===== src/verilog/nsp_pkg.sv =====
// Constants and state type of the nibble serial port.
// Assumes a single pclk domain; pins are synchronised in the core.
package nsp_pkg;
  // APB byte addresses of the four registers.
  localparam logic [7:0] NSP_ADDR_CMD = 8'h00;
  localparam logic [7:0] NSP_ADDR_STAT = 8'h04;
  localparam logic [7:0] NSP_ADDR_TXB = 8'h08;
  localparam logic [7:0] NSP_ADDR_RXB = 8'h0C;
  // Command register fields.
  localparam int NSP_CMD_EN = 3;
  localparam int NSP_CMD_CLK = 0;
  localparam logic [3:0] NSP_CMD_RST = 4'h0;
  // Mode field (command bits 2:1).
  localparam logic [1:0] NSP_MODE_BAD = 2'h0;
  localparam logic [1:0] NSP_MODE_TX = 2'h1;
  localparam logic [1:0] NSP_MODE_RXT = 2'h2;
  localparam logic [1:0] NSP_MODE_RXL = 2'h3;
  // Status bits.
  localparam int NSP_ST_ACT = 3;
  localparam int NSP_ST_SHF = 2;
  localparam int NSP_ST_FULL = 1;
  localparam int NSP_ST_IRQ = 0;
  // Bits per word and the internal shift clock divider: fc/2^7.
  localparam logic [2:0] NSP_WORD_BITS = 3'h4;
  localparam int NSP_DIV_LOG2 = 7;
  localparam int NSP_DIV_W = NSP_DIV_LOG2 - 1;
  // Transfer engine states.
  typedef enum logic [1:0] {
    NSP_IDLE = 2'b00,
    NSP_RUN = 2'b01,
    NSP_WAIT = 2'b10
  } nsp_state_t;
  // All state of the core in one record.
  typedef struct packed {
    nsp_state_t st;
    logic [3:0] cmd;
    logic [3:0] buf_q;
    logic [3:0] shreg;
    logic [2:0] cnt;
    logic buf_full;
    logic pend;
    logic irq;
    logic [NSP_DIV_W-1:0] div;
    logic sck_int;
    logic sdo;
    logic sck_oe;
    logic sdo_oe;
    logic [1:0] sck_sync;
    logic sck_prev;
    logic [1:0] sdi_sync;
    logic pready;
    logic pslverr;
    logic [31:0] prdata;
  } nsp_regs_t;
endpackage

===== src/verilog/nsp_core.sv =====
// Nibble serial port: a 4-bit shift register, a one-nibble buffer and
// the control that moves words between them, behind an APB slave.
// Assumes the shift clock pin idles high before a transfer starts and
// that pin inputs are asynchronous to pclk.
// Limitation: with the external clock an unread receive word can be
// overwritten, because the far side is never held back.
//
// Operation
// Transmit buffer writes only in transmit mode.
// Transmit starts only once enable is set.
// First shift clock loads, sends D0, interrupts.
// Bits D1-D3 follow, one per shift clock.
// Buffer write also clears the interrupt.
// Internal clock halts when transmit buffer empty.
// Internal clock rate is fc divided by 128.
// External clock never waits for firmware.
// Enable cleared: stop after current word.
// Status MSB shows transfer still active.
// Enable cleared while waiting: stop now.
// Four received bits fill buffer, interrupt.
// Reception continues without waiting for read.
// Buffer read clears interrupt, moves waiting word.
// Internal clock halts while received word waits.
// External receive: firmware reads before next word.
// Enable cleared: receive stops after current word.
// Mode change discards buffer contents.
// Fast stop uses shift progress status bit.
// Single word receive yields one interrupt.
// Leading edge receive samples on leading edge.
// Command bits select mode and clock source.
// Internal clock driven out; external is input.
// LSB first out; input shifts toward LSB.
// External clock must idle high at start.
//
// The register offsets and the APB register port are this design's own decisions.
`timescale 1ns/10ps
module nsp_core
  import nsp_pkg::*;
(
  // Clock and reset.
  input wire logic pclk,
  input wire logic presetn,
  // APB slave.
  input wire logic psel,
  input wire logic penable,
  input wire logic pwrite,
  input wire logic [7:0] paddr,
  input wire logic [31:0] pwdata,
  output logic [31:0] prdata,
  output logic pready,
  output logic pslverr,
  // Serial pins; the shift clock pin is active low and two-way.
  input wire logic sck_n_in,
  output logic sck_n_out,
  output logic sck_n_oe,
  output logic sdo_out,
  output logic sdo_oe,
  input wire logic sdi_in,
  // Buffer interrupt request to the CPU.
  output logic serial_buffer_irq
);

  // Registered state and its next value.
  // One record keeps every flop in a single clocked process.
  nsp_regs_t state_r;
  nsp_regs_t state_nxt;

  // Decoded command fields.
  // Mode 00 is not allowed; it keeps both pin drivers off.
  logic serial_enable_bit;
  logic clock_source_bit;
  logic [1:0] mode;
  logic tx_mode;
  logic rx_lead;
  // Bus strobes.
  logic bus_setup;
  logic bus_wr;
  logic bus_rd;
  // Shift clock events.
  logic tick;
  logic sck_s;
  logic fall_ev;
  logic rise_ev;
  logic lead_ev;
  logic trail_ev;
  logic [3:0] word;

  // Field decode of the command register held in state.
  // mode select
  assign serial_enable_bit = state_r.cmd[NSP_CMD_EN];
  assign clock_source_bit = state_r.cmd[NSP_CMD_CLK];
  assign mode = state_r.cmd[2:1];
  assign tx_mode = (mode == NSP_MODE_TX);
  assign rx_lead = (mode == NSP_MODE_RXL);

  // Bus phases: setup captures read data; side effects act only on the access edge.
  assign bus_setup = psel & ~penable;
  assign bus_wr = psel & penable & state_r.pready & pwrite;
  assign bus_rd = psel & penable & state_r.pready & ~pwrite;

  // Internal clock toggles every 64 pclk, a full period of 128.
  // divide by 128
  assign tick = &state_r.div;
  // Only the second synchroniser stage is looked at.
  assign sck_s = state_r.sck_sync[1];
  assign fall_ev = state_r.sck_prev & ~sck_s;
  assign rise_ev = ~state_r.sck_prev & sck_s;
  // The pin is active low, so the leading edge is the falling one.
  assign lead_ev = (state_r.st == NSP_RUN) &
    (clock_source_bit ? (tick & state_r.sck_int) : fall_ev);
  assign trail_ev = (state_r.st == NSP_RUN) &
    (clock_source_bit ? (tick & ~state_r.sck_int) : rise_ev);

  // Next-state logic: bus effects first, then the shift engine, so a
  // hardware set of the interrupt in the same cycle wins over a clear.
  always_comb
  begin
    state_nxt = state_r;
    word = 4'h0;
    // Two-stage synchronisers for the asynchronous pins.
    // The first stage may go metastable, so nothing but the second
    // stage is ever read by the logic below.
    state_nxt.sck_sync = {state_r.sck_sync[0], sck_n_in};
    state_nxt.sck_prev = state_r.sck_sync[1];
    state_nxt.sdi_sync = {state_r.sdi_sync[0], sdi_in};

    // Zero wait states: ready follows the setup cycle.
    state_nxt.pready = bus_setup;
    if (bus_setup)
    begin
      state_nxt.pslverr = 1'b0;
      state_nxt.prdata = 32'h0000_0000;
      // Read data is captured at setup; the side effect waits for access.
      if (paddr == NSP_ADDR_CMD)
      begin
        state_nxt.prdata[3:0] = state_r.cmd;
      end
      else if (paddr == NSP_ADDR_STAT)
      begin
        // Status is sampled at setup, one cycle before the access edge.
        // active flag
        state_nxt.prdata[NSP_ST_ACT] = (state_r.st != NSP_IDLE);
        // shift progress
        state_nxt.prdata[NSP_ST_SHF] = (state_r.cnt != 3'h0);
        state_nxt.prdata[NSP_ST_FULL] = state_r.buf_full;
        state_nxt.prdata[NSP_ST_IRQ] = state_r.irq;
      end
      else if (paddr == NSP_ADDR_RXB)
      begin
        state_nxt.prdata[3:0] = state_r.buf_q;
      end
      else if (paddr != NSP_ADDR_TXB)
      begin
        // Unmapped addresses answer with an error.
        state_nxt.pslverr = 1'b1;
      end
    end

    // Only one register access can land per cycle, so the chain below
    // never has to merge two bus effects.
    // Command register write.
    if (bus_wr && paddr == NSP_ADDR_CMD)
    begin
      state_nxt.cmd = pwdata[3:0];
      // mode change discards
      if (pwdata[2:1] != mode)
      begin
        state_nxt.buf_full = 1'b0;
        state_nxt.pend = 1'b0;
        state_nxt.irq = 1'b0;
      end
    end
    // transmit mode only
    else if (bus_wr && paddr == NSP_ADDR_TXB && tx_mode)
    begin
      state_nxt.buf_q = pwdata[3:0];
      state_nxt.buf_full = 1'b1;
      // write clears request
      state_nxt.irq = 1'b0;
    end
    // read clears request
    else if (bus_rd && paddr == NSP_ADDR_RXB && !tx_mode)
    begin
      state_nxt.irq = 1'b0;
      state_nxt.buf_full = 1'b0;
      if (state_r.pend)
      begin
        // A finished word held back is moved in and announced again.
        // With the external clock the held word may already carry new
        // bits; the far side must pace itself to avoid that.
        state_nxt.buf_q = state_r.shreg;
        state_nxt.buf_full = 1'b1;
        state_nxt.irq = 1'b1;
        state_nxt.pend = 1'b0;
      end
    end

    // Pin drivers follow the command that is in force.
    // internal clock out
    state_nxt.sck_oe = state_nxt.cmd[NSP_CMD_CLK] & (state_nxt.cmd[2:1] != NSP_MODE_BAD);
    state_nxt.sdo_oe = (state_nxt.cmd[2:1] == NSP_MODE_TX);

    // Shift engine.
    // It reads the enable bit, and in idle every command field, through
    // state_nxt so that such a write takes effect at once, not one cycle late.
    case (state_r.st)
      // Idle parks the internal clock high, so a new start meets the
      // idle level that the far side expects.
      NSP_IDLE:
      begin
        state_nxt.sck_int = 1'b1;
        state_nxt.div = '0;
        state_nxt.cnt = 3'h0;
        // start on enable
        if (state_nxt.cmd[NSP_CMD_EN] && state_nxt.cmd[2:1] != NSP_MODE_BAD)
        begin
          // no data, wait
          if (state_nxt.cmd[2:1] == NSP_MODE_TX && state_nxt.cmd[NSP_CMD_CLK] &&
              !state_nxt.buf_full)
          begin
            state_nxt.st = NSP_WAIT;
          end
          else
          begin
            state_nxt.st = NSP_RUN;
          end
        end
      end
      NSP_WAIT:
      begin
        // The clock pin is parked high while waiting.
        // The divider is held cleared, so the clock restarts with a
        // full half period once data or room appears.
        state_nxt.sck_int = 1'b1;
        state_nxt.div = '0;
        // stop at once
        if (!state_nxt.cmd[NSP_CMD_EN])
        begin
          state_nxt.st = NSP_IDLE;
        end
        else if (tx_mode ? state_nxt.buf_full : !state_nxt.pend)
        begin
          state_nxt.st = NSP_RUN;
        end
      end
      // The divider only runs while shifting, so every frame starts
      // with a full high half period.
      NSP_RUN:
      begin
        if (clock_source_bit)
        begin
          state_nxt.div = state_r.div + 1'b1;
          if (tick)
          begin
            state_nxt.sck_int = ~state_r.sck_int;
          end
        end
        // Leading edges count bits; the count stops at four so that the
        // closing trailing edge still finds the word complete.
        if (lead_ev)
        begin
          if (tx_mode)
          begin
            if (state_r.cnt == 3'h0)
            begin
              // load and interrupt
              if (state_nxt.buf_full)
              begin
                state_nxt.shreg = state_nxt.buf_q;
                state_nxt.buf_full = 1'b0;
                state_nxt.irq = 1'b1;
              end
              // LSB first
              state_nxt.sdo = state_nxt.shreg[0];
            end
            else
            begin
              // remaining bits
              state_nxt.shreg = {1'b0, state_r.shreg[3:1]};
              state_nxt.sdo = state_r.shreg[1];
            end
          end
          else if (rx_lead)
          begin
            // sample on leading edge
            state_nxt.shreg = {state_r.sdi_sync[1], state_r.shreg[3:1]};
          end
          if (state_r.cnt != NSP_WORD_BITS)
          begin
            state_nxt.cnt = state_r.cnt + 3'h1;
          end
        end
        if (trail_ev)
        begin
          // shift toward LSB
          if (mode == NSP_MODE_RXT)
          begin
            state_nxt.shreg = {state_r.sdi_sync[1], state_r.shreg[3:1]};
          end
          // The trailing edge after the fourth bit closes the word.
          if (state_r.cnt == NSP_WORD_BITS)
          begin
            state_nxt.cnt = 3'h0;
            word = state_nxt.shreg;
            if (!tx_mode)
            begin
              // word to buffer
              if (!state_nxt.buf_full)
              begin
                state_nxt.buf_q = word;
                state_nxt.buf_full = 1'b1;
                state_nxt.irq = 1'b1;
              end
              else
              begin
                // keep shifting
                state_nxt.pend = 1'b1;
              end
            end
            // stop after word
            // stop after word
            // one word stop
            if (!state_nxt.cmd[NSP_CMD_EN])
            begin
              state_nxt.st = NSP_IDLE;
            end
            // halt clock
            // halt clock
            // external never waits
            // external receive overruns
            else if (clock_source_bit &&
                     (tx_mode ? !state_nxt.buf_full : state_nxt.pend))
            begin
              state_nxt.st = NSP_WAIT;
            end
          end
        end
      end
      default:
      begin
        state_nxt.st = NSP_IDLE;
      end
    endcase
  end

  // State register; reset loads constants only.
  // Synchroniser stages reset to the pin idle level, so no false edge
  // is seen right after reset.
  always_ff @(posedge pclk or negedge presetn)
  begin
    if (!presetn)
    begin
      state_r <= '{st: NSP_IDLE, cmd: NSP_CMD_RST, buf_q: 4'h0, shreg: 4'h0,
                   cnt: 3'h0, buf_full: 1'b0, pend: 1'b0, irq: 1'b0, div: '0,
                   sck_int: 1'b1, sdo: 1'b1, sck_oe: 1'b0, sdo_oe: 1'b0,
                   sck_sync: 2'h3, sck_prev: 1'b1, sdi_sync: 2'h3, pready: 1'b0,
                   pslverr: 1'b0, prdata: 32'h0000_0000};
    end
    else
    begin
      state_r <= state_nxt;
    end
  end

  // Outputs come straight from the state register.
  // The pin drivers are flops too, so no decode glitch reaches a pad.
  assign prdata = state_r.prdata;
  assign pready = state_r.pready;
  assign pslverr = state_r.pslverr;
  assign sck_n_out = state_r.sck_int;
  assign sck_n_oe = state_r.sck_oe;
  assign sdo_out = state_r.sdo;
  assign sdo_oe = state_r.sdo_oe;
  assign serial_buffer_irq = state_r.irq;

endmodule


===== config.mk =====
export PLATFORM = sky130hd
export DESIGN_NAME = nsp_core
export DESIGN_NICKNAME = d
export VERILOG_FILES = /design/src/verilog/nsp_pkg.sv /design/src/verilog/nsp_core.sv
export SDC_FILE = /design/constraint.sdc
export NUM_CORES = 1
export LEC_CHECK = 0
export BUFFER_PORTS_ARGS = -buffer_cell sky130_fd_sc_hd__buf_2
export CORE_MARGIN = 2
export CORE_UTILIZATION = 52
export CTS_CLUSTER_SIZE = 30
export DETAILED_ROUTE_END_ITERATION = 6
export PLACE_DENSITY = 0.77
export RECOVER_POWER = 50
export SYNTH_ARGS = -nofsm -noshare
export SYNTH_HDL_FRONTEND = slang
export SYNTH_SLANG_ARGS = --single-unit

===== constraint.sdc =====
create_clock -name pclk -period 2.45 [get_ports pclk]
set_input_delay 0.49 -clock pclk [delete_from_list [all_inputs] [get_ports pclk]]
set_output_delay 0.49 -clock pclk [all_outputs]
set_load 0.01 [all_outputs]

# Word level (Yosys, flattened, before mapping)
# Index checks and enable logic that the tools add are counted.
# classes
addsub,2
eq_ne,20
mux,64
bitwise,17
reduce_logical,27
# op_table
cell,n
two-way mux 4 bit,16
two-way mux 3 bit,10
two-way mux 8 bit,3
two-way mux 1 bit,21
equality test 8 x 4 -> 1 bit (second input constant),2
two-way mux 2 bit,8
two-way mux 14 bit,1
one-hot mux 7 bit (2 select lines),1
bitwise AND 1 bit,12
logical AND 1 bit,9
equality test 8 x 3 -> 1 bit (second input constant),1
zero test 8 bit,1
inequality test 2 bit (second input constant),4
inequality test 8 x 4 -> 1 bit (second input constant),1
nonzero test 2 bit,4
two-way mux 7 bit,1
adder 6 x 1 -> 6 bit (second input constant),1
equality test 2 x 1 -> 1 bit (second input constant),3
equality test 2 bit (second input constant),3
two-way mux 6 bit,1
inequality test 3 bit (second input constant),2
one-hot mux 2 bit (3 select lines),1
one-hot mux 3 bit (2 select lines),1
AND reduction 3 bit,2
14 further kinds,21
# word_totals
regBits,41
in_bits,47
out_inout_bits,39
word_cells,149

# Longest topological paths before layout
# Gate-level depths: netlist of the first run.
# depth
word_depth,26
mapped_depth,9
ltp_nobuf,8

# Least setup slack after synthesis of the first run
# No wires, ideal clock.
# synth_path
kind,input -> register
startpoint,input port paddr[2]
endpoint,register state_r[60] (netlist bit)
setup_time_ps,92
arrival_ps,1920
required_ps,2358
setup_slack_ps,438
stages,8
path_buffers,2
cell_sequence,buf_2 > and4bb_4 > a21o_1 > a31o_4 > and2_4 > buf_6 > o211a_1 > o31ai_2
# synth_lines
item,line,source
start: declaration,nsp_core.sv:47,"input wire logic [7:0] paddr,"
end signal: assignment,nsp_core.sv:353,"state_r <= '{st: NSP_IDLE, cmd: NSP_CMD_RST, buf_q: 4'h0, shreg: 4'h0,"
end signal: assignment,nsp_core.sv:361,state_r <= state_nxt;
end: declaration,nsp_core.sv:65,nsp_regs_t state_r;

==> metrics, run 1 <==
iteration count of the initial detailed-routing pass 5; total leakage power 0.001424 uW; initial antenna violation count 0; Die Wd 80.07 um; detailed placer's ending HPWL between 5 and 6 mm; total die area ~6400 sq um; count of nets left with antenna violations after detail routing 0; worst-path maximum fanout 9; total number of yosys warnings 0; Remaining Overflow, GRT 0; met1 routing resource usage after global routing approximately a third; Initial Utilization 54.31%; portion of the clock cycle consumed by the worst path in the final layout roughly nine tenths; GPL Wtd Cong slightly below 1; number of register bits inferred by synthesis 41; post-route clock skew approximately 0.010 ns; final-report max-slew violation count 0; setup repair after global routing missed its margin no; Final Routed Wirelength 7.154 mm; average instance area after synthesis between 8 and 9 sq um; Overall Power roughly 1300 uW; cts bufs inserted 5; largest vdd supply drop ~0.00025 V; number of nets in the finished design roughly 410; maximum achievable frequency approximately 450 MHz; count of instances resized after the clock tree is built 0; drc violations 0; Worst-Margin Slew between 0.9 and 1 ns; dominant synthesized flop cell sky130_fd_sc_hd__dfrtp_1; met3 Track Usage GR 4.944%; Max transition margin a little over a third; result of the run finished clean; endpoint type of the worst setup path flop; Area Growth Syn to Fin 5.447%; std cell rows 27; GRT busiest layer met2; sequential area share after synthesis between 30 and 40%; chain of cells forming the critical path ha_1 > nand3_1 > o21ai_2 > and2_1 > nand4_1 > o211a_1 > o31ai_2; count of flip-flops with a built-in enable after synthesis 0; number of global-route vias before repair around 2400; clock insertion delay at the later pin of the skew report 0.31 ns; Arr. time, crit path 2.42 ns; wire length of the first global-routing pass 11.79 mm; proportion of layout cells with a drive suffix above 1 between 20% and 30%; fill cell total of the finished layout between 500 and 600; FF/Latch Area about 1000 sq um; post-layout min period 2.204 ns; number of clock sinks seen by CTS around 40; number of distinct library cells after synthesis 70; final setup TNS 0 ns; global routing usage on met2 a little under two fifths; cts hold-fix bufs 0; kind of start point of the critical path flop; master cell of the clock root buffer sky130_fd_sc_hd__clkbuf_8; post-synthesis instance total ~340; largest stage delay on the critical path 0.40 ns; Hold Violations, Final 0; number of maximum-capacitance constraint violations 0; CTS H-tree lvls 2; area inside the core boundary approximately 5500 sq um; postcts setup bufs 0; count of boundary I/O pins 86; data required time at the worst endpoint roughly 2.7 ns; via-per-instance ratio around 6.0; worst min-delay path class in2async; cell with the largest stage delay on the worst path sky130_fd_sc_hd__o21ai_2; via count between 2000 and 3000; kind of critical path reg2reg; maximum number of pins on one net before global-route repair 20; count of endpoints failing setup in the final report 0; routed length per instance 16.41 um; diodes inserted 0; combined area of all synthesized cells 3009 sq um; count of port buffers added during placement 29; CTS tree built; Multi-input gate area approximately 1700 sq um; vertical die dimension between 80 and 90 um; share of synthesized flip-flops with an asynchronous set or reset 100.0%; maximum root-to-sink buffer count 2; total power divided by cell area around 400 nW/um^2; all-layer global routing usage around a quarter; number of violations reported at the end of detailed-routing iteration 0 about 340; Clk pin slew, worst setup/hold paths roughly 0.08 ns
## state kept, by name, indices dropped and copies added (netlist names), 2 cells and up
signal	count
prdata	4
state_r	23
mode	2
state_nxt	2
## cells in the final DEF (no fill, tap or decap), drive strengths merged, types with 4 or more instances in the layout
master	instances
mux2	5
o21ai	21
nand3	14
clkbuf	9
a211oi	4
nand4	7
or3	4
inv	10
dfrtp	34
a31oi	7
a21oi	12
and2	8
nand2	31
and3	7
nor3	7
nand2b	6
and4	5
nor2	12
nor4	4
dfstp	7
a22oi	6
mux2i	6
conb	28
buf	41
xnor2	5
nor2b	7
## kinds of logic (layout without fill, tap and decap cells)
| family | Yosys count | after routing | share of synthesized area (%) |
|---|---|---|---|
| flip-flops | 41 | 41 | 34.39 |
| AND/OR/NAND/NOR | 124 | 124 | 23.91 |
| AO/OA/AOI/OAI | 87 | 87 | 20.50 |
| XOR/XNOR | 8 | 8 | 2.329 |
| other | 1 | 28 | 0.1246 |
| adder cells (fa/ha/maj) | 3 | 3 | 1.248 |
| multiplexers | 11 | 11 | 3.867 |
| buffers and inverters | 66 | 62 | 13.64 |
## stage by stage
stage | worst slack, ns | instance area (sq um) | utilization (%) | instances | hold slack, ns
6_report | 0.2456 | 3173 | 57.27 | 436 | 0.1063
5_1_grt | 0.09358 | 3173 | 57.27 | 436 | 0.1594
4_1_cts | 0.2620 | 3182 | 57.43 | 436 | 0.02661
3_5_place_dp | 0.1720 | 3085 | 55.69 | 428 | 0.3479
3_3_place_gp | 0.1874 | 3085 | 55.69 | 428 | 0.3459
2_1_floorplan | 0.4380 | 3110 | - | 368 | 0.1944
## layer usage
layer,wire length (um),up-vias
met4,153,0
li1,-,1224
met2,3316,118
met1,3100,1241
met3,585,18
met5,0,-
## report_power, final
group	internal [uW]	total [uW]	leakage [uW]	switching, uW
clock network	229	488	0.0000512	259
registers	686	690	0.000516	4.05
logic	30.8	106	0.000856	75.3
total	945	1280	0.00142	338
## area by class of cell
type | instances | share of cell area (%)
multi-input cells | 261 | 52.48
flip-flops and latches | 41 | 32.61
repair buffers | 44 | 7.847
well taps | 72 | 2.839
clock buffers | 6 | 2.603
inverters | 10 | 1.183
clock inverters | 2 | 0.4338
## worst max-delay path, delay by kind of cell, from the launching register on
kind / cells / cell delay (ns)
compound gates: 3 / 0.82
fa+ha+maj: 1 / 0.22
flops: 1 / 0.38
simple gates: 3 / 0.70
## cell usage after synthesis (7+ instances only)
| library cell | count | area [sq um] |
|---|---|---|
| sky130_fd_sc_hd__dfstp_2 | 7 | 183.9 |
| sky130_fd_sc_hd__clkbuf_1 | 11 | 41.29 |
| sky130_fd_sc_hd__a31oi_1 | 7 | 43.79 |
| sky130_fd_sc_hd__buf_4 | 33 | 247.7 |
| sky130_fd_sc_hd__a21oi_1 | 12 | 60.06 |
| sky130_fd_sc_hd__nor2b_1 | 7 | 43.79 |
| sky130_fd_sc_hd__dfrtp_1 | 34 | 850.8 |
| sky130_fd_sc_hd__nand2_1 | 31 | 116.4 |
| sky130_fd_sc_hd__and2_1 | 7 | 43.79 |
| sky130_fd_sc_hd__nand4_1 | 7 | 43.79 |
| sky130_fd_sc_hd__nor2_1 | 12 | 45.04 |
| sky130_fd_sc_hd__inv_1 | 10 | 37.54 |
| sky130_fd_sc_hd__o21ai_0 | 18 | 90.09 |
| sky130_fd_sc_hd__nand3_1 | 13 | 65.06 |
| sky130_fd_sc_hd__and3_1 | 7 | 43.79 |
## final timing paths
kind / startpoint / end / slack, ns / depth (start not counted)
setup / recovery: state_r[43]$_DFFE_PN0P_ / state_r[60]$_DFF_PN0_ / 0.25 / 7
min in group pclk: sck_n_in / state_nxt[38]$_DFF_PN1_ / 0.28 / 1
setup reg to reg: state_r[43]$_DFFE_PN0P_ / state_r[60]$_DFF_PN0_ / 0.25 / 7
hold / removal: presetn / state_r[43]$_DFFE_PN0P_ / 0.11 / 1
hold reg to reg: state_nxt[35]$_DFF_PN1_ / state_r[35]$_DFF_PN1_ / 0.36 / 0
max in group asynchronous: presetn / prdata[1]$_DFFE_PN0P_ / 1.13 / 2
Note: power is estimated with default switching activity, not from simulation.
==> inputs of run 2 (changes only) <==
CORE_ASPECT_RATIO = 2   (was default)
==> metrics, run 2 (synthesis gave the netlist of run 1 again) <==
data required time at the worst endpoint 2.63 ns; largest reg by FF count state_r; smallest setup slack after layout about 0.22 ns; largest stage delay on the critical path 0.44 ns; iteration count of the initial detailed-routing pass 4; total power divided by cell area around 480 nW/um^2; Clk pin slew, worst setup/hold paths ~0.06 ns; initial antenna violation count 0; final setup TNS 0 ns; result of the run finished clean; number of nets in the finished design approximately 420; CTS H-tree lvls 2; number of clock sinks seen by CTS between 40 and 50; via-per-instance ratio about 6.2; cell type group with the largest total delay on the critical path simple AND/OR/NAND/NOR gates; maximum root-to-sink buffer count 2; most frequent standard cell in the layout excluding fill and tap cells sky130_fd_sc_hd__dfrtp_1; Arr. time, crit path 2.41 ns; portion of the clock cycle consumed by the worst path in the final layout around 90%; Placed Instances roughly 420; vertical die dimension 111.6 um; clock insertion delay at the later pin of the skew report ~0.29 ns; CTS tree built; worst min-delay path class in2reg; total leakage power around 0.0015 uW; diodes inserted 0; postcts setup bufs 0; number of maximum-capacitance constraint violations 0; maximum achievable frequency ~450 MHz; count of port buffers added during placement 29; master cell of the clock root buffer sky130_fd_sc_hd__clkbuf_16; non-filler instance count after layout between 400 and 500; via count 2673; routed length per instance 18.39 um; cell with the largest stage delay on the worst path sky130_fd_sc_hd__o21ai_2; number of violations reported at the end of detailed-routing iteration 0 between 150 and 200; Multi-input gate area roughly 1700 sq um; Worst Path Buf+Inv 0; GPL Wtd Cong around 0.96; Final Routed Wirelength between 7 and 8 mm; std cell rows 39; number of global-route vias before repair 2616; Overall Power about 1600 uW; detailed placer's ending HPWL about 6.1 mm; Max transition margin between 30% and 40%; chain of cells forming the critical path ha_1 > nand3_1 > o21ai_2 > nand3_2 > nor3_2 > nand2_1 > mux2_2; area inside the core boundary roughly 5700 sq um; kind of critical path reg2reg; largest vdd supply drop between 0.0005 and 0.0006 V; all-layer global routing usage between 20% and 30%; final-report max-slew violation count 0; pre-CTS setup slack 0.1084 ns; post-route clock skew around 0.0084 ns; worst-path maximum fanout 8; maximum number of pins on one net before global-route repair 18; endpoint type of the worst setup path flop; Initial Utilization between 50% and 60%; Area Growth Syn to Fin 8.898%; wire length of the first global-routing pass 12.49 mm; proportion of layout cells with a drive suffix above 1 between 20% and 30%; kind of start point of the critical path flop; cts bufs inserted 5; setup repair after global routing missed its margin no; cts hold-fix bufs 0; FF/Latch Area between 1000 and 1500 sq um; drc violations 0; post-layout min period 2.230 ns; total die area approximately 6400 sq um; count of boundary I/O pins 86; Die Wd about 58 um; most used cells in the layout excluding fill and tap cells 34 x sky130_fd_sc_hd__dfrtp_1, 31 x sky130_fd_sc_hd__nand2_1, 28 x sky130_fd_sc_hd__conb_1, 28 x sky130_fd_sc_hd__buf_2; count of instances resized after the clock tree is built 0; Worst-Margin Slew roughly 0.95 ns; number of flip-flops under the largest register name 23; count of endpoints failing setup in the final report 0; Remaining Overflow, GRT 0; fill cell total of the finished layout 510; Hold Violations, Final 0; count of nets left with antenna violations after detail routing 0
-- run 2: cell types whose count changed in the layout (fill, tap and decap cells not counted), sizes merged --
cell,change
clkinv,-2
clkinvlp,+1
bufinv,+1
buf,+5
-- run 2: worst paths after layout --
kind	start	endpoint	slack (ns)	depth (start not counted)
setup / recovery	state_r[43]$_DFFE_PN0P_	state_r[59]$_DFF_PN0_	0.22	7
hold / removal	sdi_in	state_nxt[35]$_DFF_PN1_	0.30	1
setup reg to reg	state_r[43]$_DFFE_PN0P_	state_r[59]$_DFF_PN0_	0.22	7
hold reg to reg	state_nxt[35]$_DFF_PN1_	state_r[35]$_DFF_PN1_	0.36	0
max in group asynchronous	presetn	state_r[61]$_DFF_PN0_	0.93	2
min in group asynchronous	presetn	state_r[54]$_DFFE_PN0P_	0.32	1
-- run 2: final cells by class --
| class | count | area share [%] |
|---|---|---|
| Sequential cell | 41 | 31.58 |
| Tap cell | 61 | 2.329 |
| Multi-Input combinational cell | 261 | 50.82 |
| Inverter | 10 | 1.145 |
| Clock inverter | 2 | 1.145 |
| Timing Repair Buffer | 49 | 8.744 |
| Clock buffer | 6 | 4.238 |
-- run 2: per-layer routing --
layer	GRT usage, %	up-vias	wire, um
met2	45.08	119	4311
met4	20.31	0	557
li1	-	1235	-
met3	4.181	38	401
met1	23.92	1281	2637
met5	0	-	0
-- run 2: report_power, final --
part           switching (uW)  internal [uW]  total [uW]
sequential               4.53            687         691
combinational            78.1           30.4         109
clock                     270            508         778
total                     352           1230        1580
-- run 2: stage by stage --
stage	utilization, %	hold WS (ns)	instance area, sq um
floorplan	-	0.1944	3110
global placement	54.93	0.3473	3109
detailed placement	54.93	0.3473	3109
CTS	58.05	0.1354	3286
global route	57.89	0.3001	3277
finish	57.89	0.2968	3277
-- run 2: worst reg2reg max path: stages (launching register included) --
cell,delay [ns]
sky130_fd_sc_hd__dfrtp_1,0.38
sky130_fd_sc_hd__ha_1,0.23
sky130_fd_sc_hd__nand3_1,0.16
sky130_fd_sc_hd__o21ai_2,0.44
sky130_fd_sc_hd__nand3_2,0.20
sky130_fd_sc_hd__nor3_2,0.21
sky130_fd_sc_hd__nand2_1,0.19
sky130_fd_sc_hd__mux2_2,0.31
